<file path="src/dpm_pkg.sv">
package dpm_pkg;
    localparam int ADDR_W = 14;
    localparam int DATA_W = 8;
    localparam logic [13:0] MBOX_LEFT_ADDR = 14'h3FFE;
    localparam logic [13:0] MBOX_RIGHT_ADDR = 14'h3FFF;
    localparam int FLAG_COUNT = 8;
    localparam int FLAG_ADDR_W = 3;
    // register offsets (byte addresses) of the controller's own registers
    localparam logic [7:0] REG_CMD = 8'h00;
    localparam logic [7:0] REG_ADDR = 8'h04;
    localparam logic [7:0] REG_WDATA = 8'h08;
    localparam logic [7:0] REG_RDATA = 8'h0C;
    localparam logic [7:0] REG_STATUS = 8'h10;
    localparam logic [7:0] REG_CTRL = 8'h14;
    // command register fields
    localparam int CMD_GO_BIT = 0;
    localparam int CMD_WRITE_BIT = 1;
    localparam int CMD_FLAG_BIT = 2;
    localparam int CMD_PORT_BIT = 3;
    // control register fields
    localparam int CTRL_MASTER_BIT = 0;
    localparam int CTRL_WAIT_BIT = 1;
    // status register fields
    localparam int ST_BUSY_BIT = 0;
    localparam int ST_DONE_BIT = 1;
    localparam int ST_COLL_BIT = 2;
    localparam int ST_LIRQ_BIT = 3;
    localparam int ST_RIRQ_BIT = 4;
    localparam int ST_LCOL_BIT = 5;
    localparam int ST_RCOL_BIT = 6;
    localparam int ST_INHIBIT_BIT = 7;
    // strobe timing: time at 10 MHz
    localparam int CLK_NS = 100;
    localparam int SETUP_NS = 100;
    localparam int STROBE_NS = 200;
    localparam int SETUP_CYC = (SETUP_NS + CLK_NS - 1) / CLK_NS;
    localparam int STROBE_CYC = (STROBE_NS + CLK_NS - 1) / CLK_NS;
    localparam logic [1:0] RESP_OKAY = 2'b00;
    localparam logic [1:0] RESP_SLVERR = 2'b10;
endpackage : dpm_pkg

</file>
<file path="src/dpm_port_if.sv">
`timescale 1ns/1ps
`default_nettype none
interface dpm_port_if;
    import dpm_pkg::*;
    logic start;
    logic write;
    logic flag_space;
    logic [13:0] addr;
    logic [7:0] wdata;
    logic [7:0] rdata;
    logic done;
    logic hit_collision;
    modport ctl (output start, write, flag_space, addr, wdata,
                 input rdata, done, hit_collision);
    modport seq (input start, write, flag_space, addr, wdata,
                 output rdata, done, hit_collision);
endinterface : dpm_port_if
`default_nettype wire

</file>
<file path="src/dpm_port_seq.sv">
`timescale 1ns/1ps
`default_nettype none
// drives one port of the dual-port memory through one access
module dpm_port_seq
    import dpm_pkg::*;
(
    input wire logic clock,
    input wire logic rst,
    dpm_port_if.seq req,
    input wire logic wait_on_collision,
    input wire logic collision_n,
    output logic chip_sel_n,
    output logic flag_space_select_n,
    output logic rw_n,
    output logic out_en_n,
    output logic [13:0] addr,
    output logic [7:0] dq_out,
    output logic dq_oe,
    input wire logic [7:0] dq_in
);
    typedef enum logic [3:0] {
        S_IDLE = 4'b0001,
        S_SETUP = 4'b0010,
        S_STROBE = 4'b0100,
        S_END = 4'b1000
    } dpm_seq_type;
    dpm_seq_type state_r;
    logic [3:0] cnt_r;
    logic coll_r;

    always_ff @(posedge clock) begin
        if (rst) begin
            state_r <= S_IDLE;
            cnt_r <= 4'h0;
            coll_r <= 1'b0;
        end else begin
            unique case (state_r)
                S_IDLE: begin
                    if (req.start) begin
                        state_r <= S_SETUP;
                        cnt_r <= 4'h0;
                        coll_r <= 1'b0;
                    end
                end
                // address and select settle before the strobe
                S_SETUP: begin
                    cnt_r <= cnt_r + 4'h1;
                    if (!collision_n && !req.flag_space)
                        coll_r <= 1'b1;
                    // a stalled port waits for the other side to finish
                    if (cnt_r >= 4'(SETUP_CYC - 1) &&
                        !(wait_on_collision && !collision_n &&
                          !req.flag_space)) begin
                        state_r <= S_STROBE;
                        cnt_r <= 4'h0;
                    end
                end
                S_STROBE: begin
                    cnt_r <= cnt_r + 4'h1;
                    if (!collision_n && !req.flag_space)
                        coll_r <= 1'b1;
                    if (cnt_r >= 4'(STROBE_CYC - 1))
                        state_r <= S_END;
                end
                S_END: state_r <= S_IDLE;
            endcase
        end
    end

    always_ff @(posedge clock) begin
        if (rst) begin
            chip_sel_n <= 1'b1;
            flag_space_select_n <= 1'b1;
            rw_n <= 1'b1;
            out_en_n <= 1'b1;
            addr <= 14'h0000;
            dq_out <= 8'hFF;
            dq_oe <= 1'b0;
        end else if (state_r == S_IDLE && req.start) begin
            // only one select low; both high leaves the port in standby
            chip_sel_n <= req.flag_space;
            flag_space_select_n <= !req.flag_space;
            addr <= req.addr;
            // flag writes use bit 0 only; zero requests, one releases
            dq_out <= req.wdata;
            dq_oe <= req.write;
        end else if (state_r == S_SETUP && state_r != S_IDLE &&
                     cnt_r >= 4'(SETUP_CYC - 1) &&
                     !(wait_on_collision && !collision_n &&
                       !req.flag_space)) begin
            rw_n <= !req.write;
            out_en_n <= req.write;
        end else if (state_r == S_STROBE &&
                     cnt_r >= 4'(STROBE_CYC - 1)) begin
            // strobe ends a cycle before select and data so the write lands
            rw_n <= 1'b1;
            out_en_n <= 1'b1;
        end else if (state_r == S_END) begin
            chip_sel_n <= 1'b1;
            flag_space_select_n <= 1'b1;
            rw_n <= 1'b1;
            out_en_n <= 1'b1;
            dq_oe <= 1'b0;
        end
    end

    always_ff @(posedge clock) begin
        if (rst) begin
            req.rdata <= 8'h00;
        end else if (state_r == S_STROBE && !req.write &&
                     cnt_r >= 4'(STROBE_CYC - 1)) begin
            req.rdata <= dq_in;
        end
    end

    assign req.done = (state_r == S_END);
    assign req.hit_collision = coll_r;

    a_strobe_after_setup: assert property (@(posedge clock) disable iff (rst)
        $fell(rw_n) |-> !chip_sel_n || !flag_space_select_n)
        else $error("write strobe without a select");
    a_standby_idle: assert property (@(posedge clock) disable iff (rst)
        state_r == S_IDLE && $past(state_r) == S_IDLE
        |-> chip_sel_n && flag_space_select_n)
        else $error("port not in standby when idle");
endmodule : dpm_port_seq
`default_nettype wire

</file>
<file path="src/dpm_host.sv">
`timescale 1ns/1ps
`default_nettype none
// How it works
// - slave: high collision input works, low blocks writes
// - hold address and select stable before starting the write
// - one master; slaves take its collision outputs as inhibits
// - depth expansion ANDs collision signals externally
// - write zero to request a flag, one to release; active low
module dpm_host
    import dpm_pkg::*;
(
    input wire logic clock,
    input wire logic rst,
    input wire logic [7:0] s_axi_awaddr,
    input wire logic s_axi_awvalid,
    output logic s_axi_awready,
    input wire logic [31:0] s_axi_wdata,
    input wire logic [3:0] s_axi_wstrb,
    input wire logic s_axi_wvalid,
    output logic s_axi_wready,
    output logic [1:0] s_axi_bresp,
    output logic s_axi_bvalid,
    input wire logic s_axi_bready,
    input wire logic [7:0] s_axi_araddr,
    input wire logic s_axi_arvalid,
    output logic s_axi_arready,
    output logic [31:0] s_axi_rdata,
    output logic [1:0] s_axi_rresp,
    output logic s_axi_rvalid,
    input wire logic s_axi_rready,
    output logic left_chip_sel_n,
    output logic left_flag_space_select_n,
    output logic left_rw_n,
    output logic left_out_en_n,
    output logic [13:0] left_addr,
    output logic [7:0] left_dq_out,
    output logic left_dq_oe,
    input wire logic [7:0] left_dq_in,
    input wire logic left_mailbox_irq_n,
    input wire logic left_collision_n,
    output logic right_chip_sel_n,
    output logic right_flag_space_select_n,
    output logic right_rw_n,
    output logic right_out_en_n,
    output logic [13:0] right_addr,
    output logic [7:0] right_dq_out,
    output logic right_dq_oe,
    input wire logic [7:0] right_dq_in,
    input wire logic right_mailbox_irq_n,
    input wire logic right_collision_n,
    output logic master_slave_sel
);
    dpm_port_if lp ();
    dpm_port_if rp ();

    logic [13:0] addr_r;
    logic [7:0] wdata_r;
    logic write_r, flag_r, port_r;
    logic master_r, wait_r;
    logic busy_r, done_r, coll_r;
    logic aw_held_r, w_held_r;
    logic [7:0] awaddr_r;
    logic [31:0] wword_r;
    logic [3:0] wstrb_r;
    logic [7:0] rdata_r;

    function automatic logic [31:0] merge(input logic [31:0] old,
                                          input logic [31:0] val,
                                          input logic [3:0] be);
        logic [31:0] res;
        res = old;
        for (int i = 0; i < 4; i++)
            if (be[i])
                res[i*8 +: 8] = val[i*8 +: 8];
        return res;
    endfunction : merge

    // write channel: address and data taken independently
    assign s_axi_awready = !aw_held_r && !s_axi_bvalid;
    assign s_axi_wready = !w_held_r && !s_axi_bvalid;

    always_ff @(posedge clock) begin
        if (rst) begin
            aw_held_r <= 1'b0;
            w_held_r <= 1'b0;
            awaddr_r <= 8'h00;
            wword_r <= 32'h0000_0000;
            wstrb_r <= 4'h0;
            s_axi_bvalid <= 1'b0;
            s_axi_bresp <= RESP_OKAY;
        end else begin
            if (s_axi_awvalid && s_axi_awready) begin
                aw_held_r <= 1'b1;
                awaddr_r <= s_axi_awaddr;
            end
            if (s_axi_wvalid && s_axi_wready) begin
                w_held_r <= 1'b1;
                wword_r <= s_axi_wdata;
                wstrb_r <= s_axi_wstrb;
            end
            if (aw_held_r && w_held_r) begin
                aw_held_r <= 1'b0;
                w_held_r <= 1'b0;
                s_axi_bvalid <= 1'b1;
                unique case (awaddr_r)
                    REG_CMD, REG_ADDR, REG_WDATA, REG_CTRL:
                        s_axi_bresp <= RESP_OKAY;
                    default: s_axi_bresp <= RESP_SLVERR;
                endcase
            end
            if (s_axi_bvalid && s_axi_bready)
                s_axi_bvalid <= 1'b0;
        end
    end

    logic wr_fire;
    logic [31:0] wr_cmd;
    assign wr_fire = aw_held_r && w_held_r;
    assign wr_cmd = merge(32'h0000_0000, wword_r, wstrb_r);

    always_ff @(posedge clock) begin
        if (rst) begin
            addr_r <= 14'h0000;
            wdata_r <= 8'hFF;
            master_r <= 1'b1;
            wait_r <= 1'b1;
        end else if (wr_fire) begin
            if (awaddr_r == REG_ADDR)
                addr_r <= wr_cmd[13:0];
            if (awaddr_r == REG_WDATA)
                wdata_r <= wr_cmd[7:0];
            if (awaddr_r == REG_CTRL) begin
                master_r <= wr_cmd[CTRL_MASTER_BIT];
                wait_r <= wr_cmd[CTRL_WAIT_BIT];
            end
        end
    end

    logic go;
    assign go = wr_fire && awaddr_r == REG_CMD && wr_cmd[CMD_GO_BIT] &&
                !busy_r;

    // a go while busy is dropped; one access at a time
    always_ff @(posedge clock) begin
        if (rst) begin
            write_r <= 1'b0;
            flag_r <= 1'b0;
            port_r <= 1'b0;
            busy_r <= 1'b0;
            done_r <= 1'b0;
        end else begin
            if (go) begin
                write_r <= wr_cmd[CMD_WRITE_BIT];
                flag_r <= wr_cmd[CMD_FLAG_BIT];
                port_r <= wr_cmd[CMD_PORT_BIT];
                busy_r <= 1'b1;
                done_r <= 1'b0;
            end else if (lp.done || rp.done) begin
                busy_r <= 1'b0;
                done_r <= 1'b1;
            end
        end
    end

    always_ff @(posedge clock) begin
        if (rst) begin
            coll_r <= 1'b0;
            rdata_r <= 8'h00;
        end else if (lp.done) begin
            coll_r <= lp.hit_collision;
            rdata_r <= lp.rdata;
        end else if (rp.done) begin
            coll_r <= rp.hit_collision;
            rdata_r <= rp.rdata;
        end
    end

    // the mailbox message is plain data here
    assign lp.start = go && !wr_cmd[CMD_PORT_BIT];
    assign rp.start = go && wr_cmd[CMD_PORT_BIT];
    // the port samples the kind of access on the go edge itself
    logic cmd_write, cmd_flag;
    assign cmd_write = go ? wr_cmd[CMD_WRITE_BIT] : write_r;
    assign cmd_flag = go ? wr_cmd[CMD_FLAG_BIT] : flag_r;
    assign lp.write = cmd_write;
    assign rp.write = cmd_write;
    assign lp.flag_space = cmd_flag;
    assign rp.flag_space = cmd_flag;
    assign lp.addr = addr_r;
    assign rp.addr = addr_r;
    assign lp.wdata = wdata_r;
    assign rp.wdata = wdata_r;

    // holding the strobe off while collision is low keeps the write
    // several devices in depth share one ANDed collision input
    dpm_port_seq u_left (
        .clock(clock), .rst(rst), .req(lp),
        .wait_on_collision(wait_r), .collision_n(left_collision_n),
        .chip_sel_n(left_chip_sel_n),
        .flag_space_select_n(left_flag_space_select_n),
        .rw_n(left_rw_n), .out_en_n(left_out_en_n),
        .addr(left_addr), .dq_out(left_dq_out), .dq_oe(left_dq_oe),
        .dq_in(left_dq_in)
    );
    dpm_port_seq u_right (
        .clock(clock), .rst(rst), .req(rp),
        .wait_on_collision(wait_r), .collision_n(right_collision_n),
        .chip_sel_n(right_chip_sel_n),
        .flag_space_select_n(right_flag_space_select_n),
        .rw_n(right_rw_n), .out_en_n(right_out_en_n),
        .addr(right_addr), .dq_out(right_dq_out), .dq_oe(right_dq_oe),
        .dq_in(right_dq_in)
    );

    // one master only; collision pins feed our strobe wait logic and status bits
    assign master_slave_sel = master_r;

    // read channel
    logic [7:0] status;
    assign status = {1'b0, !right_collision_n, !left_collision_n,
                     !right_mailbox_irq_n, !left_mailbox_irq_n,
                     coll_r, done_r, busy_r};

    assign s_axi_arready = !s_axi_rvalid;
    always_ff @(posedge clock) begin
        if (rst) begin
            s_axi_rvalid <= 1'b0;
            s_axi_rdata <= 32'h0000_0000;
            s_axi_rresp <= RESP_OKAY;
        end else if (s_axi_arvalid && s_axi_arready) begin
            s_axi_rvalid <= 1'b1;
            s_axi_rresp <= RESP_OKAY;
            unique case (s_axi_araddr)
                REG_ADDR: s_axi_rdata <= {18'h00000, addr_r};
                REG_WDATA: s_axi_rdata <= {24'h000000, wdata_r};
                REG_RDATA: s_axi_rdata <= {24'h000000, rdata_r};
                REG_STATUS: s_axi_rdata <= {24'h000000, status};
                REG_CTRL: s_axi_rdata <= {30'h00000000, wait_r, master_r};
                REG_CMD: s_axi_rdata <= 32'h0000_0000;
                default: begin
                    s_axi_rdata <= 32'h0000_0000;
                    s_axi_rresp <= RESP_SLVERR;
                end
            endcase
        end else if (s_axi_rvalid && s_axi_rready) begin
            s_axi_rvalid <= 1'b0;
        end
    end

    a_one_port_active: assert property (@(posedge clock) disable iff (rst)
        !(!left_chip_sel_n && !right_chip_sel_n))
        else $error("both ports driven by one controller access");
    a_busy_clears: assert property (@(posedge clock) disable iff (rst)
        go |=> busy_r ##[1:1000] !busy_r)
        else $error("access never completed");
    a_left_sel_go: assert property (@(posedge clock) disable iff (rst)
        go && !wr_cmd[CMD_PORT_BIT] && !wr_cmd[CMD_FLAG_BIT]
        |=> !left_chip_sel_n && left_flag_space_select_n)
        else $error("left chip select not asserted");
    a_flag_sel_go: assert property (@(posedge clock) disable iff (rst)
        go && wr_cmd[CMD_FLAG_BIT] && wr_cmd[CMD_PORT_BIT]
        |=> right_chip_sel_n && !right_flag_space_select_n)
        else $error("flag select not asserted");
    a_no_strobe_coll: assert property (@(posedge clock) disable iff (rst)
        wait_r && $fell(left_rw_n) |-> $past(left_collision_n) ||
        !left_flag_space_select_n)
        else $error("left write strobe during collision");
    a_right_no_strobe: assert property (@(posedge clock) disable iff (rst)
        wait_r && $fell(right_rw_n) |-> $past(right_collision_n) ||
        !right_flag_space_select_n)
        else $error("right write strobe during collision");
    a_left_write_end: assert property (@(posedge clock) disable iff (rst)
        $rose(left_rw_n) |-> left_dq_oe &&
        (!left_chip_sel_n || !left_flag_space_select_n))
        else $error("left write ended after its select or data");
    a_right_write_end: assert property (@(posedge clock) disable iff (rst)
        $rose(right_rw_n) |-> right_dq_oe &&
        (!right_chip_sel_n || !right_flag_space_select_n))
        else $error("right write ended after its select or data");
    a_right_sel_go: assert property (@(posedge clock) disable iff (rst)
        go && wr_cmd[CMD_PORT_BIT] && !wr_cmd[CMD_FLAG_BIT]
        |=> !right_chip_sel_n && right_flag_space_select_n)
        else $error("right chip select not asserted");
    a_left_flag_go: assert property (@(posedge clock) disable iff (rst)
        go && !wr_cmd[CMD_PORT_BIT] && wr_cmd[CMD_FLAG_BIT]
        |=> left_chip_sel_n && !left_flag_space_select_n)
        else $error("left flag select not asserted");
endmodule : dpm_host
`default_nettype wire

</file>
<file path="config.mk">
export PLATFORM = sky130hd
export DESIGN_NAME = dpm_host
export DESIGN_NICKNAME = d
export VERILOG_FILES = /design/src/dpm_pkg.sv /design/src/dpm_port_if.sv /design/src/dpm_port_seq.sv /design/src/dpm_host.sv
export SDC_FILE = /design/constraint.sdc
export NUM_CORES = 1
export LEC_CHECK = 0
export ABC_AREA = 1
export BUFFER_PORTS_ARGS = -buffer_cell sky130_fd_sc_hd__buf_2
export CAP_MARGIN = 40
export CORE_MARGIN = 2
export CORE_UTILIZATION = 41
export DETAILED_ROUTE_END_ITERATION = 8
export PLACE_DENSITY = 0.69
export SLEW_MARGIN = 40
export SYNTH_ARGS = -nofsm -noshare
export SYNTH_HDL_FRONTEND = slang
export SYNTH_SLANG_ARGS = --single-unit
</file>
<file path="constraint.sdc">
create_clock -name clock -period 2.7 [get_ports clock]
set_clock_uncertainty 0.1 [all_clocks]
set_input_delay 0.135 -clock clock [delete_from_list [all_inputs] [get_ports clock]]
set_output_delay 0.135 -clock clock [all_outputs]
set_load 0.01 [all_outputs]
</file>
[Word level (Yosys, flattened, before mapping)]
Index checks and enable logic that the tools add are counted.
Storage, ports and cells
  register bits after elaboration: 189
  output and inout port bits: 96
  logic and storage cells: 222
  input bits: 79
Operators by class
  mux-type cells: 59
  equal/unequal tests: 30
  add/subtract/negate cells: 2
  reductions and logical operators: 83
  bitwise logic cells: 2
  $lt $le $gt $ge: 4
Operator list (count)
  14-bit one-hot mux with 5 select lines: 1
  4-bit two-way mux: 10
  1-bit two-way mux: 36
  1-bit logical AND: 35
  4-bit one-hot mux with 4 select lines: 2
  8-bit by 4-bit equality test with 1-bit output, second input constant: 3
  8-bit by 5-bit equality test with 1-bit output, second input constant: 3
  8-bit two-way mux: 3
  2-bit by 1-bit != test with 1-bit output, second input constant: 12
  4-bit one-hot mux with 3 select lines: 2
  3-bit AND reduction: 6
  8-bit by 3-bit equality test with 1-bit output, second input constant: 2
  4-bit by 1-bit >= comparator with 1-bit output, second input constant: 4
  8-bit zero test: 2
  1-bit zero test: 14
  2-bit AND reduction: 7
  2-bit nonzero test: 7
  3-bit nonzero test: 4
  2-bit OR reduction: 5
  4-bit by 1-bit adder with 4-bit output, second input constant: 2
  4-bit by 1-bit equality test with 1-bit output, second input constant: 2
  4-bit by 2-bit equality test with 1-bit output, second input constant: 2
  4-bit by 3-bit equality test with 1-bit output, second input constant: 2
  4-bit equality test, second input constant: 2
  8 further kinds: 12

[Logic depth before layout (Yosys ltp)]
Gate-level depths: netlist of run 1.
  depth in word-level cells: 11
  gate-level depth with buffers: 10
  mapped depth without buffers: 10

[By module]
Synthesis of run 1 repeated with hierarchy kept, for this count alone.
Second synthesis, totals
  cell total of the unflattened synthesis: 989
  area total of the unflattened synthesis: 7269.5 um^2
Modules (own cells, without submodules)
  dpm_host: seq. area each 1621.6 um^2, cells each 507, area an instance 3661.0 um^2, times used 1
  dpm_port_seq: seq. area each 880.8 um^2, cells each 241, area an instance 1804.2 um^2, times used 2

[Least setup slack after synthesis of run 1]
No wires, ideal clock.
  path type: register to register
  from: reg awaddr_r[4]
  to: reg u_left.req.rdata[0]
  required time: 2.484 ns
  setup slack: 1.191 ns
  arrival time: 1.293 ns
  cell stages (with the launch flop): 11
  path through: dfxtp_1 nor2_1 nand2_2 nor2_8 nand2_4 nand2_2 nand2_4 nor2_8 inv_2 nor2_1 nor2_1
Between the ends
  word-level cells in the longest chain between the ends: 8
RTL lines
  from (decl): line dpm_host.sv:62  | logic [7:0] awaddr_r;
  from (signal assigned): line dpm_host.sv:94  | awaddr_r <= s_axi_awaddr;
  8-bit zero test: line dpm_host.sv:140  | assign go = wr_fire && awaddr_r == REG_CMD && wr_cmd[CMD_GO_BIT] &&
  1-bit logical AND (3 in a row): line dpm_host.sv:140
  1-bit two-way mux
  1-bit zero test: line dpm_port_seq.sv:110  | end else if (state_r == S_STROBE && !req.write &&
  1-bit logical AND (2 in a row): line dpm_port_seq.sv:110
  to (signal assigned): line dpm_port_seq.sv:112  | req.rdata <= dq_in;
  to (decl): line dpm_port_if.sv:16  | output rdata, done, hit_collision);
No other way between the ends.
A chain may end at the register's enable or synchronous reset.

[Worst setup path in the final report of run 1]
  from: reg wstrb_r[0]
  to: reg u_left.addr[5]
Between the ends
  word-level cells in the longest chain between the ends: 5
  elaborated cells between the ends (all ways): 6
RTL lines
  from (decl): line dpm_host.sv:64  | logic [3:0] wstrb_r;
  from (signal assigned): line dpm_host.sv:99  | wstrb_r <= s_axi_wstrb;
  8-bit two-way mux (*): line dpm_host.sv:73  | if (be[i])
  1-bit logical AND (2 in a row): line dpm_host.sv:140
  1-bit logical AND (*): line dpm_host.sv:179  | assign lp.start = go && !wr_cmd[CMD_PORT_BIT];
  1-bit logical AND (*): line dpm_port_seq.sv:79  | end else if (state_r == S_IDLE && req.start) begin
  to (signal assigned): line dpm_port_seq.sv:83  | addr <= req.addr;
  to (decl): line dpm_port_seq.sv:16  | output logic [13:0] addr,
Every way passes the cells marked *; elsewhere a longest branch is shown, timed or not.

==> flow_summary.yaml, run 1 <==
cells_and_area:
  final_cells: 1332
  nNetsFinal: 1184
  drive_above_1_share_pct: 17.6
  syn_to_final_growth_pct: 25.0
  n_fill_cell: 1602
  utilization_pct: 52.9
  diodes: 0
placement:
  gp_congestion: 0.870
  dp_cells: 1255
  portBuffers: 134
  hpwl_mm: 12.7
synth:
  synth-xor-area-share_pct: 0.248
  synthMuxAreaShare_pct: 0
  synth_top_family_by_area: "simple AND/OR/NAND/NOR gates"
  netlist.area_leader.share_pct: 47.9
  synth_adder_area_share_pct: 1.06
  synth-main-ff-cell: "dfxtp_1"
  yosysUniqueCellTypes: 37
  syn_area_per_cell_um2: 7.56
  yosys-top-cells-area: "dfxtp_1, nand2_1, nor2_1, o21ai_0, a21oi_1"
  yosys-top-cells-count: "dfxtp_1, nand2_1, nor2_1, o21ai_0, inv_1"
  syn-instance-count: 934
  yosys_warnings: 0
  synth-seq-cells: 169
  synth_compound_area_share_pct: 15.0
  yosys.area_share.simple_pct: 26.2
  synth_most_common_cell: "dfxtp_1"
  yosysTopAreaCell: "dfxtp_1"
  synthesis.area_um2: 7060
  synthArstFlopShare_pct: 0
  ys_seq_area_share_pct: 47.9
  synth_edf_count: 0
sta:
  period_minus_slack_ns: 2.01
  rsz0062_at_grt: "no"
  fin_crit_sh_pct: 74.4
  hold_viol_final: 0
  tightest_slew_ns: 0.724
  setup_viol: 0
  slew_headroom_pct: 51.7
  setup-tns-final_ns: 0
  maxSlewViolCount: 0
  hold_ws_ns: 0.0432
  clock.fmax_mhz: 498
power_and_ir_drop:
  p_per_area_nw_per_um2: 626
  leakage_nw: 3.98
  ir_worst_vdd_mv: 0.518
detailed_routing:
  avgRoutedWirePerCell_um: 13.7
  via_count: 6483
  dr.pass1.iters: 5
  ant_nets: 0
  drt-total-wl_mm: 18.2
  route.detailed.drc: 0
  drt_iter0_markers: 383
  via_per_inst: 4.87
hold_path:
  hold_start: "rst"
  hp-class: "in2reg"
  hold_depth: 3
  worstHoldEndpoint: "u_left.chip_sel_n$_SDFFE_PP1P_"
critical_path:
  reg2reg_setup_slack_ns: 0.69
  arrival_ns: 2.20
  critPathMaxFanout: 42
  rr_startpoint: "wstrb_r[0]$_SDFFE_PP0P_"
  start_kind: "register"
  ff2ff_path_depth: 6
  critPathKind: "reg2reg"
  reg2reg_to: "u_left.addr[5]$_SDFFE_PP0P_"
  required_ns: 2.89
  cp-end-kind: "register"
grt:
  grt_pass1_wl_mm: 29.0
  antenna_found_initial: 0
  grt_usage_pct: 20.1
  grt_max_degree: 72
  grt_pass1_vias: 5771
  overflow: 0
clocking:
  clockRootBuffer: "clkbuf_16"
  cts-htree-levels: 4
  clock_sinks: 169
  insertion_delay_ns: 0.43
  tritoncts: "done"
  cts_buffers: 17
  clockBufferDepth: 2
  clk_pin_slew_ns: 0.06
  cts_resized: 0
floorplanning:
  dieArea_um2: 18300
  die_w_um: 135
  rows: 47
  num_io_pins: 175
  initial_utilization_pct: 42.3
  coreArea_um2: 16700
  die_y_um: 135
flow_run:
  maxCapViolCount: 0
status:
  outcome: "finished clean"
-- timing repair --
action                    4_1_cts  5_1_grt
setup buffers                   0        0
hold endpoints to repair       45        0
hold buffers                   45        0
-- critical path: stages (launching register included) --
cell and delay, ns:
dfxtp_1 0.50, nand2_2 0.18, nor2_8 0.22, nand4_2 0.25, buf_4 0.34, o21ai_0 0.21, a21oi_1 0.06
-- worst max path at each step --
| stage | from | endpoint | slack [ns] | cells after the start |
|---|---|---|---|---|
| 4_1_cts | wstrb_r[0]$_SDFFE_PP0P_ | u_left.addr[5]$_SDFFE_PP0P_ | 0.67 | 6 |
| 5_1_grt | wstrb_r[0]$_SDFFE_PP0P_ | u_left.addr[5]$_SDFFE_PP0P_ | 0.51 | 6 |
| 6_report | wstrb_r[0]$_SDFFE_PP0P_ | u_left.addr[5]$_SDFFE_PP0P_ | 0.69 | 6 |
| 3_5_place_dp | wstrb_r[0]$_SDFFE_PP0P_ | u_left.addr[5]$_SDFFE_PP0P_ | 0.70 | 6 |
| 3_3_place_gp | wstrb_r[0]$_SDFFE_PP0P_ | u_left.addr[8]$_SDFFE_PP0P_ | 0.73 | 6 |
| 2_1_floorplan | awaddr_r[4]$_SDFFE_PP0P_ | u_left.req.rdata[0]$_SDFFE_PP0P_ | 1.19 | 10 |
-- flip-flops by register name, indices dropped and copies added (netlist names), 2 cells and up --
register and flops:
addr_r 14, awaddr_r 8, lp.wdata 8, rdata_r 8
s_axi_rdata 14, u_left.addr 14, u_left.cnt_r 4, u_left.dq_out 8
u_left.req.rdata 8, u_left.state_r 4, u_right.addr 14, u_right.cnt_r 4
u_right.dq_out 8, u_right.req.rdata 8, u_right.state_r 4, wstrb_r 2
wword_r 14
-- kinds of logic after synthesis --
group,Yosys count
and+or+nand+nor,413
AOI/OAI and AO/OA,198
DFF,169
buffers and inverters,145
adders and majority gates,6
xor gates and xnor gates,2
other,1
-- cells in the final DEF, fill, tap and decap left out, types with 2 or more instances in the layout --
cell type / count
clkinv_2: 2
nand3_2: 3
a31oi_1: 2
clkbuf_16: 17
bufinv_16: 2
xor2_1: 2
nor3_1: 14
buf_2: 134
nand3_1: 49
nor2_1: 146
nor2_2: 2
nand2_1: 164
inv_1: 81
o211ai_1: 23
dfxtp_1: 169
ha_1: 6
nor2_8: 4
a211oi_1: 2
nand4_1: 11
clkbuf_8: 4
nand2_4: 3
o21ai_0: 93
nand3b_1: 4
o21ai_1: 4
a21oi_1: 72
clkbuf_1: 5
nand2_2: 7
inv_2: 4
conb_1: 20
buf_4: 6
dlygate4sd3_1: 45
-- metrics by stage --
step | total power (W) | setup slack (ns) | area (um^2)
after global placement | 0.00311 | 0.733 | 7800
after CTS | 0.00557 | 0.674 | 8830
after global routing | 0.00576 | 0.514 | 8830
final | 0.00553 | 0.692 | 8830
after detailed placement | 0.00312 | 0.700 | 7800
after floorplan | 0.00299 | 1.19 | 7140
-- report_power, final --
part	switching (W)	internal (W)	total [W]
clock	0.000952	0.00146	0.00241
sequential	0.0000537	0.00257	0.00263
combinational	0.000297	0.000193	0.000490
total	0.00130	0.00423	0.00553
-- cell type report --
class / instances / area [um^2] / area share, %
inverter: 86 / 323 / 3.65
multi-input combinational: 639 / 3080 / 34.9
tap: 220 / 275 / 3.12
clock inverter: 6 / 86.3 / 0.977
timing repair buffer: 186 / 1190 / 13.4
sequential: 169 / 3380 / 38.3
clock buffer: 26 / 499 / 5.65
-- routing by layer --
metal	wire [um]	GRT usage, %	part of all wire (%)	up-vias
li1	-	-	-	3336
met1	8730	27.5	48	2922
met2	8090	31.0	44	201
met3	1100	4.49	6.1	24
met4	295	7.87	1.6	0
met5	0	0	0	-
(Power assumes the default switching activity.)
==> run 2: changes to the inputs <==
==> constraint.sdc (replaced) <==
create_clock -name clock -period 2 [get_ports clock]
set_clock_uncertainty 0.1 [all_clocks]
set_input_delay 0.1 -clock clock [delete_from_list [all_inputs] [get_ports clock]]
set_output_delay 0.1 -clock clock [all_outputs]
set_load 0.01 [all_outputs]
==> run 2 against run 1 <==
Non-clock buffer count is 13 higher; final area is 1.7% higher; clock power is 38% higher; wire length is 0.84% higher; first-iteration DRC count is 19% higher; die area stayed put; sequential power is 35% higher; clock-buffer cell count is 4 lower.
==> flow_summary.yaml, run 2 (synthesis gave the netlist of run 1 again) <==
sta:
  period_minus_slack_ns: 1.89
  setup_viol: 0
  fin_crit_sh_pct: 94.3
  clock.fmax_mhz: 531
  setup-tns-final_ns: 0
  rsz0062_at_grt: "yes"
  tightest_slew_ns: 0.598
  hold_viol_final: 0
  slew_headroom_pct: 59.8
  maxSlewViolCount: 0
floorplanning:
  die_y_um: 135
  coreArea_um2: 16700
  num_io_pins: 175
  die_w_um: 135
  initial_utilization_pct: 42.3
  rows: 47
  dieArea_um2: 18300
detailed_routing:
  drt_iter0_markers: 454
  via_count: 6584
  avgRoutedWirePerCell_um: 13.7
  drt-total-wl_mm: 18.4
  dr.pass1.iters: 5
  via_per_inst: 4.90
  route.detailed.drc: 0
  ant_nets: 0
clocking:
  insertion_delay_ns: 0.42
  clockRootBuffer: "clkbuf_16"
  cts_buffers: 17
  clock_sinks: 169
  clk_pin_slew_ns: 0.06
  clockBufferDepth: 2
  tritoncts: "done"
  cts-htree-levels: 4
cells_and_area:
  mostFrequentLayoutCell: "dfxtp_1"
  diodes: 0
  utilization_pct: 53.8
  drive_above_1_share_pct: 18.8
  n_fill_cell: 1605
  final_cell_mix: "dfxtp_1, nand2_1, nor2_1, buf_2, o21ai_0"
  nNetsFinal: 1197
  syn_to_final_growth_pct: 27.1
power_and_ir_drop:
  internal_power_w: 0.00575
  p_switching_w: 0.00180
  p_comb_share_pct: 9.0
  p_sw_share_pct: 23.9
  pwr-share-clk_pct: 44.1
  leakage_nw: 4.06
  ir_worst_vdd_mv: 0.604
  p_per_area_nw_per_um2: 841
  power_frac_seq_pct: 46.9
critical_path:
  arrival_ns: 2.15
  critPathKind: "in2reg"
  cp-end-kind: "register"
  critPathMaxFanout: 27
  required_ns: 2.27
  start_kind: "primary input"
placement:
  gp_congestion: 0.875
  portBuffers: 134
  hpwl_mm: 12.8
grt:
  use_met3_pct: 4.26
  overflow: 0
  grt_use_met1_pct: 27.6
  grt-busiest-layer: "met2"
  grt_pass1_vias: 5889
  antenna_found_initial: 0
  grt_max_degree: 62
  met2_usage_pct: 32.4
  grt_pass1_wl_mm: 29.4
  grt_usage_pct: 20.4
hold_path:
  hp-class: "in2reg"
flow_run:
  maxCapViolCount: 0
status:
  outcome: "finished clean"
==> run 2: worst max-delay path, stage by stage <==
cell and delay (ns):
dlygate4sd3_1 0.53, buf_2 0.13, clkinv_2 0.24, buf_4 0.34
o21ai_0 0.13, a21oi_1 0.12, dlygate4sd3_1 0.55
==> run 2: final timing paths <==
kind	slack, ns	to	depth (start not counted)	start
worst min-delay path	0.03	s_axi_rdata[3]$_SDFFE_PP0P_	6	left_mailbox_irq_n
worst min register to register	0.34	u_left.addr[0]$_SDFFE_PP0P_	2	u_left.addr[0]$_SDFFE_PP0P_
worst max register to register	0.16	u_left.addr[4]$_SDFFE_PP0P_	7	awaddr_r[7]$_SDFFE_PP0P_
worst max-delay path	0.11	awaddr_r[3]$_SDFFE_PP0P_	7	rst
==> run 2: repair_timing <==
item	in CTS	in global routing
setup endpoints to repair	0	5
setup buffers	0	0
endpoints found under the hold margin	49	0
hold buffers	48	0
gates resized for setup	0	2
==> run 2: area by class of cell <==
type                    count  area [um^2]  area share [%]
clock buffers              22          494            5.50
flip-flops and latches    169         3380            37.7
inverters                  86          324            3.61
multi-input cells         639         3080            34.4
well taps                 220          275            3.07
repair buffers            199         1300            14.5
clock inverters            10          114            1.27
==> run 2: per-stage QoR <==
| stage | instances | hold WS [ns] | setup slack (ns) | total power (W) | instance area (um^2) |
|---|---|---|---|---|---|
| 6_report | 1345 | 0.0300 | 0.115 | 0.00755 | 8980 |
| 5_1_grt | 1345 | 0.0697 | -0.00793 | 0.00786 | 8980 |
| 4_1_cts | 1345 | 0.00174 | 0.0430 | 0.00760 | 8970 |
| 3_5_place_dp | 1265 | 0.193 | 0.175 | 0.00422 | 7880 |
| 3_3_place_gp | 1265 | 0.200 | 0.181 | 0.00421 | 7880 |
| 2_1_floorplan | 953 | 0.0990 | 0.491 | 0.00404 | 7140 |
==> run 2: routing by layer <==
layer | vias up | share of wire [%]
li1 | 3365 | -
met1 | 2967 | 47
met2 | 223 | 45
met3 | 29 | 6.5
met4 | 0 | 1.8
met5 | - | 0
==> run 2: power groups by stage <==
stage               combinational (W)  clock [W]  sequential (W)
detailed placement           0.000602          0         0.00362
global route                 0.000768    0.00354         0.00355
finish                       0.000682    0.00333         0.00354
CTS                          0.000679    0.00338         0.00354
global placement             0.000593          0         0.00361
floorplan                    0.000430          0         0.00361
